==> src/include/irq_wake_pkg.sv <==
// Constants and types shared by the interrupt and wake-up vectoring unit
package irq_wake_pkg;
  // Clock and timing
  localparam int unsigned CLK_HZ = 125_000_000;
  localparam int unsigned CLK_PERIOD_NS = 8;
  localparam int unsigned IRQ_RATE_HZ = 32768;
  localparam int unsigned IRQ_PERIOD_CYCLES = CLK_HZ / IRQ_RATE_HZ;
  localparam int unsigned WAKE_BASE_MS = 1;
  localparam int unsigned WAKE_BASE_CYCLES = WAKE_BASE_MS * (CLK_HZ / 1000);
  localparam int unsigned DIV_W = 17;
  localparam int unsigned WAKE_STABLE_CYCLES = 64;
  localparam logic [6:0] WAKE_STABLE_LAST = 7'(WAKE_STABLE_CYCLES - 1);
  // Wake-up periods in base ticks, per select code 00/01/10/11
  localparam logic [7:0] WAKE_MS_SEL0 = 8'h01;
  localparam logic [7:0] WAKE_MS_SEL1 = 8'h10;
  localparam logic [7:0] WAKE_MS_SEL2 = 8'h40;
  localparam logic [7:0] WAKE_MS_SEL3 = 8'h80;
  // Vectors
  localparam int unsigned PC_W = 13;
  localparam logic [12:0] VEC_RESET = 13'h000;
  localparam logic [12:0] VEC_WAKE = 13'h004;
  localparam logic [12:0] VEC_IRQ = 13'h008;
  // Register indices; byte address is index times four
  localparam int unsigned ADDR_W = 8;
  localparam logic [5:0] IDX_STATUS = 6'h00;
  localparam logic [5:0] IDX_PWM_CTRL = 6'h09;
  localparam logic [5:0] IDX_WAKE_CTRL = 6'h16;
  localparam logic [5:0] IDX_ROM_HI = 6'h1d;
  // Field positions
  localparam int unsigned STAT_IRQ_BIT = 2;
  localparam int unsigned STAT_CARRY_BIT = 1;
  localparam int unsigned STAT_ZERO_BIT = 0;
  localparam int unsigned CTRL_IRQ_EN_BIT = 1;
  localparam int unsigned CTRL_PWM_EN_BIT = 0;
  localparam int unsigned WAKE_FLAG_BIT = 3;
  localparam int unsigned WAKE_EN_BIT = 2;
  localparam int unsigned WAKE_SEL_HI = 1;
  localparam int unsigned WAKE_SEL_LO = 0;
  localparam logic [3:0] ROM_CLEAR_KEY = 4'ha;
  // Reset values
  localparam logic RST_IRQ_FLAG = 1'b0;
  localparam logic RST_IRQ_EN = 1'b0;
  localparam logic RST_PWM_EN = 1'b0;
  localparam logic [3:0] RST_WAKE_CTRL = 4'h0;
  // Bus responses
  localparam logic [1:0] RESP_OKAY = 2'b00;
  localparam logic [1:0] RESP_DECERR = 2'b11;
  // Sequencer states
  typedef enum logic [2:0] {
    ST_RUN = 3'b001,
    ST_HALT = 3'b010,
    ST_WAKE = 3'b100
  } seq_state_t;
endpackage

==> src/rtl/interrupt_wakeup_vector_unit.sv <==
// Interrupt entry, context save/restore and halt wake-up vectoring unit
//
// Decided for this implementation: the AXI4-Lite slave port.
module interrupt_wakeup_vector_unit
  import irq_wake_pkg::*;
#(
  parameter int unsigned IRQ_PERIOD = IRQ_PERIOD_CYCLES,
  parameter int unsigned WAKE_BASE = WAKE_BASE_CYCLES
) (
  input wire logic core_clk,
  input wire logic nrst,
  input wire logic [ADDR_W-1:0] s_axi_awaddr,
  input wire logic s_axi_awvalid,
  output logic s_axi_awready,
  input wire logic [31:0] s_axi_wdata,
  input wire logic [3:0] s_axi_wstrb,
  input wire logic s_axi_wvalid,
  output logic s_axi_wready,
  output logic [1:0] s_axi_bresp,
  output logic s_axi_bvalid,
  input wire logic s_axi_bready,
  input wire logic [ADDR_W-1:0] s_axi_araddr,
  input wire logic s_axi_arvalid,
  output logic s_axi_arready,
  output logic [31:0] s_axi_rdata,
  output logic [1:0] s_axi_rresp,
  output logic s_axi_rvalid,
  input wire logic s_axi_rready,
  input wire logic double_rate_irq_option,
  input wire logic watchdog_option,
  input wire logic [PC_W-1:0] core_next_pc,
  input wire logic [3:0] core_data_page_high,
  input wire logic [3:0] core_memory_address_high,
  input wire logic core_carry_flag,
  input wire logic core_zero_flag,
  input wire logic halt_enter,
  input wire logic return_from_interrupt,
  input wire logic halt_reset_req,
  input wire logic [7:0] rom_fetch_data,
  output logic pc_load,
  output logic [PC_W-1:0] pc_load_addr,
  output logic core_hold,
  output logic irq_in_service,
  output logic restore_load,
  output logic [PC_W-1:0] saved_pc,
  output logic [3:0] saved_data_page_high,
  output logic [3:0] saved_memory_address_high,
  output logic saved_carry_flag,
  output logic saved_zero_flag,
  output logic flag_write,
  output logic [1:0] flag_write_value,
  output logic pwm_output_enable,
  output logic pwm_sample_load,
  output logic wdt_restart
);

  ////////////////////////////////////////////////////////////////////////////
  // Reset and declarations
  logic rst_n;
  logic [ADDR_W-1:0] awaddr_q;
  logic [3:0] wdata_q;
  logic wstrb_q;
  logic do_write;
  logic wr_en;
  logic [5:0] wr_idx;
  logic wr_status;
  logic wr_ctrl;
  logic wr_wake;
  logic wr_rom;
  logic wr_hit;
  logic [3:0] rd_nib;
  logic rd_hit;
  logic pwm_irq_flag;
  logic global_irq_enable;
  logic irq_pending;
  logic accept;
  logic pwm_tick;
  logic [DIV_W-1:0] irq_period;
  logic wake_timer_enable;
  logic [1:0] wake_timer_period_select;
  logic wake_timer_overflow_flag;
  logic wake_clear;
  logic ms_tick;
  logic [7:0] ms_cnt;
  logic [7:0] ms_period;
  logic wake_ovf;
  seq_state_t state;
  logic [6:0] wait_cnt;
  logic [PC_W-1:0] wake_target;

  reset_sync u_reset_sync (
    .clk(core_clk),
    .arst_n(nrst),
    .rst_n(rst_n)
  );

  ////////////////////////////////////////////////////////////////////////////
  // AXI4-Lite write channel
  assign do_write = !s_axi_awready && !s_axi_wready && !s_axi_bvalid;
  assign wr_en = do_write && wstrb_q;
  assign wr_idx = awaddr_q[7:2];
  assign wr_status = wr_en && (wr_idx == IDX_STATUS);
  assign wr_ctrl = wr_en && (wr_idx == IDX_PWM_CTRL);
  assign wr_wake = wr_en && (wr_idx == IDX_WAKE_CTRL);
  assign wr_rom = wr_en && (wr_idx == IDX_ROM_HI);
  assign wr_hit = (wr_idx == IDX_STATUS) || (wr_idx == IDX_PWM_CTRL) ||
                  (wr_idx == IDX_WAKE_CTRL) || (wr_idx == IDX_ROM_HI);

  always_ff @(posedge core_clk or negedge rst_n) begin
    if (!rst_n) begin
      s_axi_awready <= 1'b1;
      s_axi_wready <= 1'b1;
      s_axi_bvalid <= 1'b0;
      s_axi_bresp <= RESP_OKAY;
      awaddr_q <= '0;
      wdata_q <= 4'h0;
      wstrb_q <= 1'b0;
    end else begin
      if (s_axi_awvalid && s_axi_awready) begin
        awaddr_q <= s_axi_awaddr;
        s_axi_awready <= 1'b0;
      end
      if (s_axi_wvalid && s_axi_wready) begin
        wdata_q <= s_axi_wdata[3:0];
        wstrb_q <= s_axi_wstrb[0];
        s_axi_wready <= 1'b0;
      end
      // Ready comes back only once the response is queued
      if (do_write) begin
        s_axi_bvalid <= 1'b1;
        s_axi_bresp <= wr_hit ? RESP_OKAY : RESP_DECERR;
        s_axi_awready <= 1'b1;
        s_axi_wready <= 1'b1;
      end else if (s_axi_bvalid && s_axi_bready) begin
        s_axi_bvalid <= 1'b0;
      end
    end
  end

  ////////////////////////////////////////////////////////////////////////////
  // AXI4-Lite read channel
  always_comb begin
    rd_nib = 4'h0;
    rd_hit = 1'b1;
    case (s_axi_araddr[7:2])
      IDX_STATUS: begin
        rd_nib[STAT_IRQ_BIT] = pwm_irq_flag;
        rd_nib[STAT_CARRY_BIT] = core_carry_flag;
        rd_nib[STAT_ZERO_BIT] = core_zero_flag;
      end
      IDX_PWM_CTRL: begin
        rd_nib[CTRL_IRQ_EN_BIT] = global_irq_enable;
        rd_nib[CTRL_PWM_EN_BIT] = pwm_output_enable;
      end
      IDX_WAKE_CTRL: begin
        rd_nib[WAKE_FLAG_BIT] = wake_timer_overflow_flag;
        rd_nib[WAKE_EN_BIT] = wake_timer_enable;
        rd_nib[WAKE_SEL_HI:WAKE_SEL_LO] = wake_timer_period_select;
      end
      IDX_ROM_HI: begin
        rd_nib = rom_fetch_data[7:4];
      end
      default: begin
        rd_hit = 1'b0;
      end
    endcase
  end

  always_ff @(posedge core_clk or negedge rst_n) begin
    if (!rst_n) begin
      s_axi_arready <= 1'b1;
      s_axi_rvalid <= 1'b0;
      s_axi_rdata <= 32'h0;
      s_axi_rresp <= RESP_OKAY;
    end else if (s_axi_arvalid && s_axi_arready) begin
      s_axi_arready <= 1'b0;
      s_axi_rvalid <= 1'b1;
      s_axi_rdata <= {28'h0, rd_nib};
      s_axi_rresp <= rd_hit ? RESP_OKAY : RESP_DECERR;
    end else if (s_axi_rvalid && s_axi_rready) begin
      s_axi_rvalid <= 1'b0;
      s_axi_arready <= 1'b1;
    end
  end

  ////////////////////////////////////////////////////////////////////////////
  // Periodic request source
  // Halving the period doubles the rate without a second divider
  assign irq_period = double_rate_irq_option ? DIV_W'(IRQ_PERIOD / 2)
                                             : DIV_W'(IRQ_PERIOD);

  tick_divider #(
    .CNT_W(DIV_W)
  ) u_irq_div (
    .clk(core_clk),
    .rst_n(rst_n),
    .run(pwm_output_enable),
    .clear(1'b0),
    .period(irq_period),
    .tick(pwm_tick)
  );

  assign pwm_sample_load = pwm_tick;

  // Hardware set wins over a software clear in the same cycle
  always_ff @(posedge core_clk or negedge rst_n) begin
    if (!rst_n) begin
      pwm_irq_flag <= RST_IRQ_FLAG;
    end else if (pwm_tick) begin
      pwm_irq_flag <= 1'b1;
    end else if (wr_status) begin
      pwm_irq_flag <= wdata_q[STAT_IRQ_BIT];
    end
  end

  // Carry and zero live in the core; writes are passed through
  always_ff @(posedge core_clk or negedge rst_n) begin
    if (!rst_n) begin
      flag_write <= 1'b0;
      flag_write_value <= 2'h0;
    end else begin
      flag_write <= wr_status;
      flag_write_value <= {wdata_q[STAT_CARRY_BIT], wdata_q[STAT_ZERO_BIT]};
    end
  end

  ////////////////////////////////////////////////////////////////////////////
  // Control register and interrupt acceptance
  assign accept = irq_pending && global_irq_enable && pwm_irq_flag &&
                  !irq_in_service && (state == ST_RUN) && !halt_enter;

  always_ff @(posedge core_clk or negedge rst_n) begin
    if (!rst_n) begin
      irq_pending <= 1'b0;
    end else begin
      irq_pending <= global_irq_enable && pwm_irq_flag && !irq_in_service &&
                     (state == ST_RUN);
    end
  end

  always_ff @(posedge core_clk or negedge rst_n) begin
    if (!rst_n) begin
      global_irq_enable <= RST_IRQ_EN;
    end else if (accept) begin
      global_irq_enable <= 1'b0;
    end else if (return_from_interrupt && irq_in_service) begin
      global_irq_enable <= 1'b1;
    end else if (wr_ctrl) begin
      global_irq_enable <= wdata_q[CTRL_IRQ_EN_BIT];
    end
  end

  // Halt turns the PWM output off
  always_ff @(posedge core_clk or negedge rst_n) begin
    if (!rst_n) begin
      pwm_output_enable <= RST_PWM_EN;
    end else if (halt_enter && (state == ST_RUN)) begin
      pwm_output_enable <= 1'b0;
    end else if (wr_ctrl) begin
      pwm_output_enable <= wdata_q[CTRL_PWM_EN_BIT];
    end
  end

  ////////////////////////////////////////////////////////////////////////////
  // Context save and restore
  always_ff @(posedge core_clk or negedge rst_n) begin
    if (!rst_n) begin
      saved_pc <= '0;
      saved_data_page_high <= 4'h0;
      saved_memory_address_high <= 4'h0;
      saved_carry_flag <= 1'b0;
      saved_zero_flag <= 1'b0;
    end else if (accept) begin
      saved_pc <= core_next_pc;
      saved_data_page_high <= core_data_page_high;
      saved_memory_address_high <= core_memory_address_high;
      saved_carry_flag <= core_carry_flag;
      saved_zero_flag <= core_zero_flag;
    end
  end

  // One save set only, so a second entry waits for the return
  always_ff @(posedge core_clk or negedge rst_n) begin
    if (!rst_n) begin
      irq_in_service <= 1'b0;
      restore_load <= 1'b0;
    end else begin
      restore_load <= return_from_interrupt && irq_in_service;
      if (accept) begin
        irq_in_service <= 1'b1;
      end else if (return_from_interrupt) begin
        irq_in_service <= 1'b0;
      end
    end
  end

  ////////////////////////////////////////////////////////////////////////////
  // Wake-up timer
  assign wake_clear = wr_rom && (wdata_q == ROM_CLEAR_KEY);

  tick_divider #(
    .CNT_W(DIV_W)
  ) u_wake_div (
    .clk(core_clk),
    .rst_n(rst_n),
    .run(wake_timer_enable),
    .clear(wake_clear),
    .period(DIV_W'(WAKE_BASE)),
    .tick(ms_tick)
  );

  always_comb begin
    unique case (wake_timer_period_select)
      2'b00: ms_period = WAKE_MS_SEL0;
      2'b01: ms_period = WAKE_MS_SEL1;
      2'b10: ms_period = WAKE_MS_SEL2;
      2'b11: ms_period = WAKE_MS_SEL3;
    endcase
  end

  always_ff @(posedge core_clk or negedge rst_n) begin
    if (!rst_n) begin
      ms_cnt <= 8'h0;
      wake_ovf <= 1'b0;
    end else if (wake_clear || !wake_timer_enable) begin
      ms_cnt <= 8'h0;
      wake_ovf <= 1'b0;
    end else if (ms_tick && (ms_cnt >= ms_period - 8'h01)) begin
      ms_cnt <= 8'h0;
      wake_ovf <= 1'b1;
    end else begin
      ms_cnt <= ms_tick ? ms_cnt + 8'h01 : ms_cnt;
      wake_ovf <= 1'b0;
    end
  end

  always_ff @(posedge core_clk or negedge rst_n) begin
    if (!rst_n) begin
      wake_timer_enable <= RST_WAKE_CTRL[WAKE_EN_BIT];
      wake_timer_period_select <= RST_WAKE_CTRL[WAKE_SEL_HI:WAKE_SEL_LO];
    end else if (wr_wake) begin
      wake_timer_enable <= wdata_q[WAKE_EN_BIT];
      wake_timer_period_select <= wdata_q[WAKE_SEL_HI:WAKE_SEL_LO];
    end
  end

  // Writing 1 leaves the flag alone; only a 0 clears it
  always_ff @(posedge core_clk or negedge rst_n) begin
    if (!rst_n) begin
      wake_timer_overflow_flag <= RST_WAKE_CTRL[WAKE_FLAG_BIT];
    end else if (wake_ovf) begin
      wake_timer_overflow_flag <= 1'b1;
    end else if (wr_wake && !wdata_q[WAKE_FLAG_BIT]) begin
      wake_timer_overflow_flag <= 1'b0;
    end
  end

  always_ff @(posedge core_clk or negedge rst_n) begin
    if (!rst_n) begin
      wdt_restart <= 1'b0;
    end else begin
      wdt_restart <= wr_rom && watchdog_option;
    end
  end

  ////////////////////////////////////////////////////////////////////////////
  // Sequencer: run, halt, stable-clock wait
  always_ff @(posedge core_clk or negedge rst_n) begin
    if (!rst_n) begin
      state <= ST_RUN;
      wait_cnt <= 7'h0;
      wake_target <= VEC_RESET;
      pc_load <= 1'b0;
      pc_load_addr <= VEC_RESET;
      core_hold <= 1'b0;
    end else begin
      pc_load <= 1'b0;
      unique case (state)
        ST_RUN: begin
          if (halt_enter) begin
            state <= ST_HALT;
            core_hold <= 1'b1;
            pc_load <= 1'b1;
            pc_load_addr <= VEC_WAKE;
          end else if (accept) begin
            pc_load <= 1'b1;
            pc_load_addr <= VEC_IRQ;
          end
        end
        ST_HALT: begin
          wait_cnt <= 7'h0;
          if (halt_reset_req) begin
            state <= ST_WAKE;
            wake_target <= VEC_RESET;
          end else if (wake_ovf) begin
            state <= ST_WAKE;
            wake_target <= VEC_WAKE;
          end
        end
        ST_WAKE: begin
          if (halt_reset_req) begin
            wake_target <= VEC_RESET;
          end
          if (wait_cnt == WAKE_STABLE_LAST) begin
            state <= ST_RUN;
            core_hold <= 1'b0;
            pc_load <= 1'b1;
            pc_load_addr <= halt_reset_req ? VEC_RESET : wake_target;
          end else begin
            wait_cnt <= wait_cnt + 7'h01;
          end
        end
      endcase
    end
  end

endmodule // interrupt_wakeup_vector_unit

==> src/rtl/reset_sync.sv <==
// Two-stage release synchroniser for the active-low reset
module reset_sync (
  input wire logic clk,
  input wire logic arst_n,
  output logic rst_n
);
  logic meta;

  always_ff @(posedge clk or negedge arst_n) begin
    if (!arst_n) begin
      meta <= 1'b0;
      rst_n <= 1'b0;
    end else begin
      meta <= 1'b1;
      rst_n <= meta;
    end
  end
endmodule // reset_sync

==> src/rtl/tick_divider.sv <==
// Free-running divider giving one-cycle ticks every period cycles
module tick_divider #(
  parameter int unsigned CNT_W = 17
) (
  input wire logic clk,
  input wire logic rst_n,
  input wire logic run,
  input wire logic clear,
  input wire logic [CNT_W-1:0] period,
  output logic tick
);
  logic [CNT_W-1:0] cnt;

  always_ff @(posedge clk or negedge rst_n) begin
    if (!rst_n) begin
      cnt <= '0;
      tick <= 1'b0;
    end else if (clear || !run) begin
      cnt <= '0;
      tick <= 1'b0;
    end else if (cnt >= period - 1'b1) begin
      cnt <= '0;
      tick <= 1'b1;
    end else begin
      cnt <= cnt + 1'b1;
      tick <= 1'b0;
    end
  end
endmodule // tick_divider

==> config.mk <==
export PLATFORM = sky130hd
export DESIGN_NAME = interrupt_wakeup_vector_unit
export DESIGN_NICKNAME = d
export VERILOG_FILES = /design/src/include/irq_wake_pkg.sv /design/src/rtl/interrupt_wakeup_vector_unit.sv /design/src/rtl/reset_sync.sv /design/src/rtl/tick_divider.sv
export SDC_FILE = /design/constraint.sdc
export NUM_CORES = 1
export LEC_CHECK = 0
export ABC_AREA = 1
export BUFFER_PORTS_ARGS = -buffer_cell sky130_fd_sc_hd__buf_4
export CORE_ASPECT_RATIO = 2
export CORE_MARGIN = 5
export CORE_UTILIZATION = 30
export CTS_BUF_LIST = sky130_fd_sc_hd__clkbuf_4
export DETAILED_ROUTE_END_ITERATION = 10
export GPL_TIMING_DRIVEN = 0
export PLACE_DENSITY = 0.62
export REMOVE_ABC_BUFFERS = 1
export SYNTH_ARGS = -nofsm -noshare
export SYNTH_HDL_FRONTEND = slang
export SYNTH_SLANG_ARGS = --single-unit
==> constraint.sdc <==
create_clock -name core_clk -period 8.22 [get_ports core_clk]
set_clock_uncertainty 0.15 [all_clocks]
set_input_delay 1.644 -clock core_clk [delete_from_list [all_inputs] [get_ports core_clk]]
set_output_delay 1.644 -clock core_clk [all_outputs]
set_load 0.02 [all_outputs]
==> run_results.csv, run 1 <==
group,metric,value,unit
run_status,outcome,"finished, final reports clean",
sta,rsz0062_at_grt,"false",
sta,final_max_slew_viol_count,0,
finish,fin_cells,1268,
yosys,synth_ff_type,"dfrtp_1",
sta,slew_headroom,38.4,%
yosys,synth_cells,852,
clock_network,clkLatencyLatePin,560,ps
clock_network,numCtsBuffers,17,
sta,worst_slew_pin_slew,917,ps
global_routing,grt_overflow,0,
worst_setup_path,max_stage_delay,560,ps
worst_setup_path,crit_chain,"buf_4",
yosys,synth_edf_count,0,
sta,fin_ws,5180,ps
floorplan,initial_core_util,30.4,%
worst_setup_path,r2r_setup_slack,5460,ps
place,placed_cells,1235,
place,gp_congestion,0.878,
yosys,synth_area_leaders,"dfrtp_1 (49%), nand2_1 (11%), nor2_1 (6.0%)",
worst_setup_path,critPathRequiredTime,6430,ps
yosys,synth-async-reset-ratio,100,%
route,drt_wl_total,17.3,mm
clock_network,postCtsHoldBufs,0,
floorplan,dieArea,27000,um^2
clock_network,ctsResizeCount,0,
floorplan,rows,79,
clock_network,cts_sinks,144,
clock_network,cts.path.max_buffers,2,
pwr,leakage,4.40,nW
global_routing,gr-usage-all-layers,13.3,%
sta,hold_viol_final,0,
sta,fmax,0.329,GHz
yosys,yosysWarnings,0,
worst_setup_path,crit_path_max_fanout,3,
route,dr.pass1.iters,4,
clock_network,cts_tree,"done",
worst_setup_path,critPathKind,"reg -> out",
worst_setup_path,critPathBufInv,1,
finish,final_cell_area,8430,um^2
finish,final_layout_size_suffix_gt1_share,18.0,%
worst_setup_path,end_kind,"primary output",
yosys,yosys.area.top_type,"dfrtp_1",
yosys,synth.most_common_cell,"nand2_1",
floorplan,core,23300,um^2
yosys,syn_avg_cell_area,8.32,um^2
place,numPortBuffers,114,
finish,fin_nets,1083,
global_routing,antenna_found_initial,1,
worst_setup_path,crit_arrival,1250,ps
yosys,synth_cell_types,39,
worst_setup_path,r2r_end,"saved_zero_flag",
sta,timing.hold.ws,156,ps
sta,finalSetupTns,0,ps
route,drc,0,
global_routing,grt_start_max_net_pins,63,
place,dpl.hpwl,13.0,mm
floorplan,die_w,119,um
pwr,p_per_area,208,nW/um^2
place,post-place-ws,4870,ps
global_routing,grt_pass1_wl,28.5,mm
sta,min_period,3040,ps
pwr,irDropWorstVdd,0.0717,mV
worst_setup_path,reg2reg_from,"state[0]",
worst_setup_path,cp-start-kind,"register",
floorplan,ios,182,
floorplan,die_y,227,um
global_routing,grt_pass1_vias,5974,
route,routedWlPerCell,13.6,um
worst_setup_path,worstRegToRegCells,6,
route,via_per_inst,4.59,
finish,syn2layout_area_growth,18.9,%
sta,period_share,37.0,%
clock_network,cts.htree.levels,4,
yosys,synthTopCellsByCount,"nand2_1 (217), dfrtp_1 (140), nor2_1 (113), inv_1 (99), nand3_1 (63)",
worst_setup_path,cpMaxStageDelayCell,"dfstp_2",
clock_network,post_cts.repair.setup_buffers,0,
job,drv_cap,0,
clock_network,clockRootBuffer,"clkbuf_4",
yosys,seq_area_frac_synth,50.9,%
place,postPlaceCellArea,8130,um^2
yosys,synth_top_area_share,49.4,%
worst_setup_path,critPathTopFamily,"flip-flops",
yosys,synth-seq-cells,144,
route,ant_nets,0,
route,via_count,5822,
sta,setup_violations,0,
clock_network,clkTransAtPathRegs,130,ps
min_path,hp-class,"reg -> async",
yosys,netlist_area,7090,um^2
route,drt_iter0_markers,263,
area by class of cell:
| cell class | count | area (um^2) |
|---|---|---|
| multi-input combinational | 590 | 2870 |
| sequential | 144 | 3610 |
| timing repair buffer | 116 | 911 |
| antenna | 1 | 2.50 |
| tap | 283 | 354 |
| inverter | 102 | 383 |
| fill | 2385 | 14900 |
| clock buffer | 25 | 188 |
| clock inverter | 7 | 114 |
cell usage in the layout, fill, tap and decap left out, types with 2 or more instances in the layout:
| cell type | netlist | final |
|---|---|---|
| inv_1 | 99 | 99 |
| nand2_1 | 217 | 217 |
| clkbuf_4 | 0 | 25 |
| xor2_1 | 19 | 19 |
| nor4_1 | 3 | 3 |
| ha_1 | 17 | 17 |
| buf_16 | 0 | 2 |
| a21oi_1 | 19 | 19 |
| buf_4 | 34 | 114 |
| inv_2 | 3 | 3 |
| nand3b_1 | 2 | 2 |
| dfrtp_1 | 140 | 139 |
| and3_1 | 2 | 2 |
| o22ai_1 | 3 | 3 |
| nor2_1 | 113 | 113 |
| nand2_2 | 3 | 3 |
| dfstp_2 | 4 | 4 |
| nor3_1 | 9 | 9 |
| clkinvlp_4 | 0 | 2 |
| nand4_1 | 29 | 29 |
| o211ai_1 | 3 | 3 |
| o21ai_0 | 27 | 27 |
| nand3_1 | 63 | 63 |
| nand3_2 | 4 | 4 |
| o21ai_1 | 2 | 2 |
| conb_1 | 2 | 34 |
| bufinv_16 | 0 | 3 |
| nor2_2 | 4 | 4 |
| mux2_2 | 5 | 5 |
| nor2_4 | 3 | 3 |
kinds of logic (layout without fill, tap and decap cells):
group	Yosys count	count (layout)	share of synthesized area [%]
AND/OR/NAND/NOR	457	457	28.1
buffers and inverters	150	250	10.4
flip-flops	144	144	50.9
AO/OA/AOI/OAI	57	57	4.27
XOR/XNOR	20	20	2.47
adder cells (fa/ha/maj)	17	17	3.00
multiplexers	5	5	0.794
other	2	35	0.106
routing by layer:
metal,up-vias,wire (um),GRT usage [%]
li1,2883,-,-
met1,2763,6160,13.0
met2,142,9820,25.6
met3,34,794,3.08
met4,0,484,6.74
met5,-,0,0
power by group:
group	leakage, nW	total [W]	switching [W]	internal (W)
Sequential	1.89	0.000864	0.0000664	0.000797
Clock	0.163	0.000485	0.000248	0.000237
Combinational	2.35	0.000403	0.000258	0.000145
metrics by stage:
step	util [%]	total power [W]
6_report	36.1	0.00175
5_1_grt	36.1	0.00187
4_1_cts	36.1	0.00178
3_5_place_dp	34.8	0.00129
3_3_place_gp	34.6	0.00127
2_1_floorplan	-	0.00112
worst max-delay path by stage:
| stage | startpoint | end | depth (start not counted) |
|---|---|---|---|
| 2_1_floorplan | u_reset_sync.rst_n | awaddr_q[2] | 0 |
| 6_report | s_axi_arready | s_axi_arready | 1 |
| 5_1_grt | s_axi_awready | s_axi_awready | 1 |
| 3_5_place_dp | halt_enter | saved_zero_flag | 5 |
| 3_3_place_gp | u_reset_sync.rst_n | u_irq_div.cnt[13] | 0 |
| 4_1_cts | s_axi_arready | s_axi_arready | 1 |
state kept, by name, indices dropped and copies added, names as in the netlist, 6 cells and up:
| register | count |
|---|---|
| awaddr_q | 6 |
| ms_cnt | 8 |
| pc_load_addr | 13 |
| saved_pc | 13 |
| u_irq_div.cnt | 17 |
| u_wake_div.cnt | 17 |
| wait_cnt | 7 |
| wake_target | 13 |
Note: power is estimated with default switching activity, not from simulation.
==> inputs of run 2 (changes only) <==
Clock period 8.22 ns to 3 ns, I/O delays scaled along.
==> run_results.csv, run 2 (same netlist as run 1, synthesis figures left out) <==
group,metric,value,unit
worst_setup_path,crit_arrival,2860,ps
floorplan,die_y,227,um
sta,period_share,85.8,%
worst_setup_path,cp-start-kind,"register",
clock_network,clkLatencyLatePin,560,ps
route,routedWlPerCell,13.9,um
worst_setup_path,worstRegToRegCells,7,
route,drc,0,
worst_setup_path,reg2reg_from,"state[0]",
route,ant_nets,0,
run_status,outcome,"finished, final reports clean",
global_routing,grt_pass1_wl,28.6,mm
floorplan,ios,182,
finish,final_cell_area,8480,um^2
min_path,hp-start,"s_axi_rready",
job,drv_cap,0,
worst_setup_path,crit_path_max_fanout,26,
clock_network,cts_tree,"done",
clock_network,cts.htree.levels,4,
pwr,leakage,4.42,nW
worst_setup_path,r2r_end,"saved_zero_flag",
clock_network,clockRootBuffer,"clkbuf_4",
min_path,min_to,"s_axi_rvalid",
sta,timing.hold.ws,74.2,ps
global_routing,antenna_found_initial,1,
sta,rsz0062_at_grt,"false",
sta,slew_headroom,38.7,%
sta,final_max_slew_viol_count,0,
min_path,hp-class,"in -> reg",
floorplan,dieArea,27000,um^2
global_routing,grt_start_max_net_pins,63,
sta,setup_violations,0,
floorplan,die_w,119,um
place,postPlaceCellArea,8130,um^2
finish,final_cell_mix,"nand2_1 (217), dfrtp_1 (139), buf_4 (114)",
finish,top_regs,"u_irq_div.cnt: 17 flops, u_wake_div.cnt: 17 flops",
floorplan,initial_core_util,30.4,%
sta,hold_viol_final,0,
clock_network,cts_sinks,144,
route,via_count,5846,
pwr,irDropWorstVdd,0.196,mV
clock_network,post_cts.repair.setup_buffers,0,
pwr,p_per_area,568,nW/um^2
place,dpl.hpwl,13.0,mm
worst_setup_path,end_kind,"register",
clock_network,clkTransAtPathRegs,130,ps
finish,fin_nets,1088,
route,dr.pass1.iters,6,
clock_network,ctsResizeCount,0,
worst_setup_path,critPathKind,"reg -> reg",
min_path,whs_path_depth,2,
floorplan,core,23300,um^2
sta,min_period,2570,ps
worst_setup_path,critPathRequiredTime,3290,ps
sta,finalSetupTns,0,ps
place,gp_congestion,0.878,
clock_network,numCtsBuffers,17,
route,via_per_inst,4.59,
global_routing,grt_overflow,0,
route,drt_wl_total,17.7,mm
floorplan,rows,79,
global_routing,grt_pass1_vias,5996,
sta,fmax,0.389,GHz
sta,worst_slew_pin_slew,914,ps
finish,final_common_cell,"nand2_1",
worst_setup_path,r2r_setup_slack,430,ps
place,numPortBuffers,114,
finish,syn2layout_area_growth,19.6,%
global_routing,gr-usage-all-layers,13.3,%
clock_network,cts.path.max_buffers,2,
finish,final_layout_size_suffix_gt1_share,18.0,%
route,drt_iter0_markers,258,
-- run 2: cell types whose count changed in the layout (fill, tap and decap cells not counted), sizes merged --
cell | previous run | this run
nor2 | 120 | 121
dlygate4sd3 | 0 | 4
-- run 2: per-stage QoR --
stage | utilization, % | std cells | total power [W] | setup slack, ps
2_1_floorplan | - | 836 | 0.00306 | -1450
3_3_place_gp | 34.6 | 1233 | 0.00349 | -3340
3_5_place_dp | 34.8 | 1235 | 0.00353 | 187
4_1_cts | 36.3 | 1271 | 0.00489 | 162
5_1_grt | 36.3 | 1273 | 0.00512 | 174
6_report | 36.3 | 1273 | 0.00481 | 427
-- run 2: per-layer routing --
layer  track usage [%]  routed length, um  share of wire, %
met5                 0                  0                 0
met4              6.89                469               2.7
met3              3.08                684               3.9
met2              25.6              10000                57
met1              13.1               6520                37
-- run 2: layout make-up --
class                   count  area [um^2]
fillers                  2378        14900
well taps                 283          354
clock buffers              25          188
diodes                      1         2.50
inverters                 102          383
repair buffers            120          951
multi-input cells         591         2870
clock inverters             7          114
flip-flops and latches    144         3610
-- run 2: worst max-delay path by stage --
stage	start	to	slack [ps]
global route	state[0]	saved_pc[2]	170
CTS	state[0]	saved_zero_flag	160
finish	state[0]	saved_zero_flag	430
detailed placement	state[0]	saved_zero_flag	190
global placement	u_reset_sync.rst_n	u_irq_div.cnt[13]	-3340
floorplan	u_reset_sync.rst_n	awaddr_q[2]	-1450
-- run 2: what timing repair did --
action	in CTS	in global routing
setup endpoints to repair	0	3
hold buffers	4	0
endpoints found under the hold margin	5	0
-- run 2: power by group --
group	switching (W)	total [W]	internal, W
sequential	0.000183	0.00237	0.00218
clock	0.000684	0.00133	0.000649
combinational	0.000711	0.00111	0.000400
-- run 2: critical path, stage by stage (launching register included) --
cell and delay, ps:
dfstp_2 550, inv_1 50, nor3_2 200, nand3_2 400, nor2_4 520, inv_2 340
nand2_1 130, o21ai_0 100
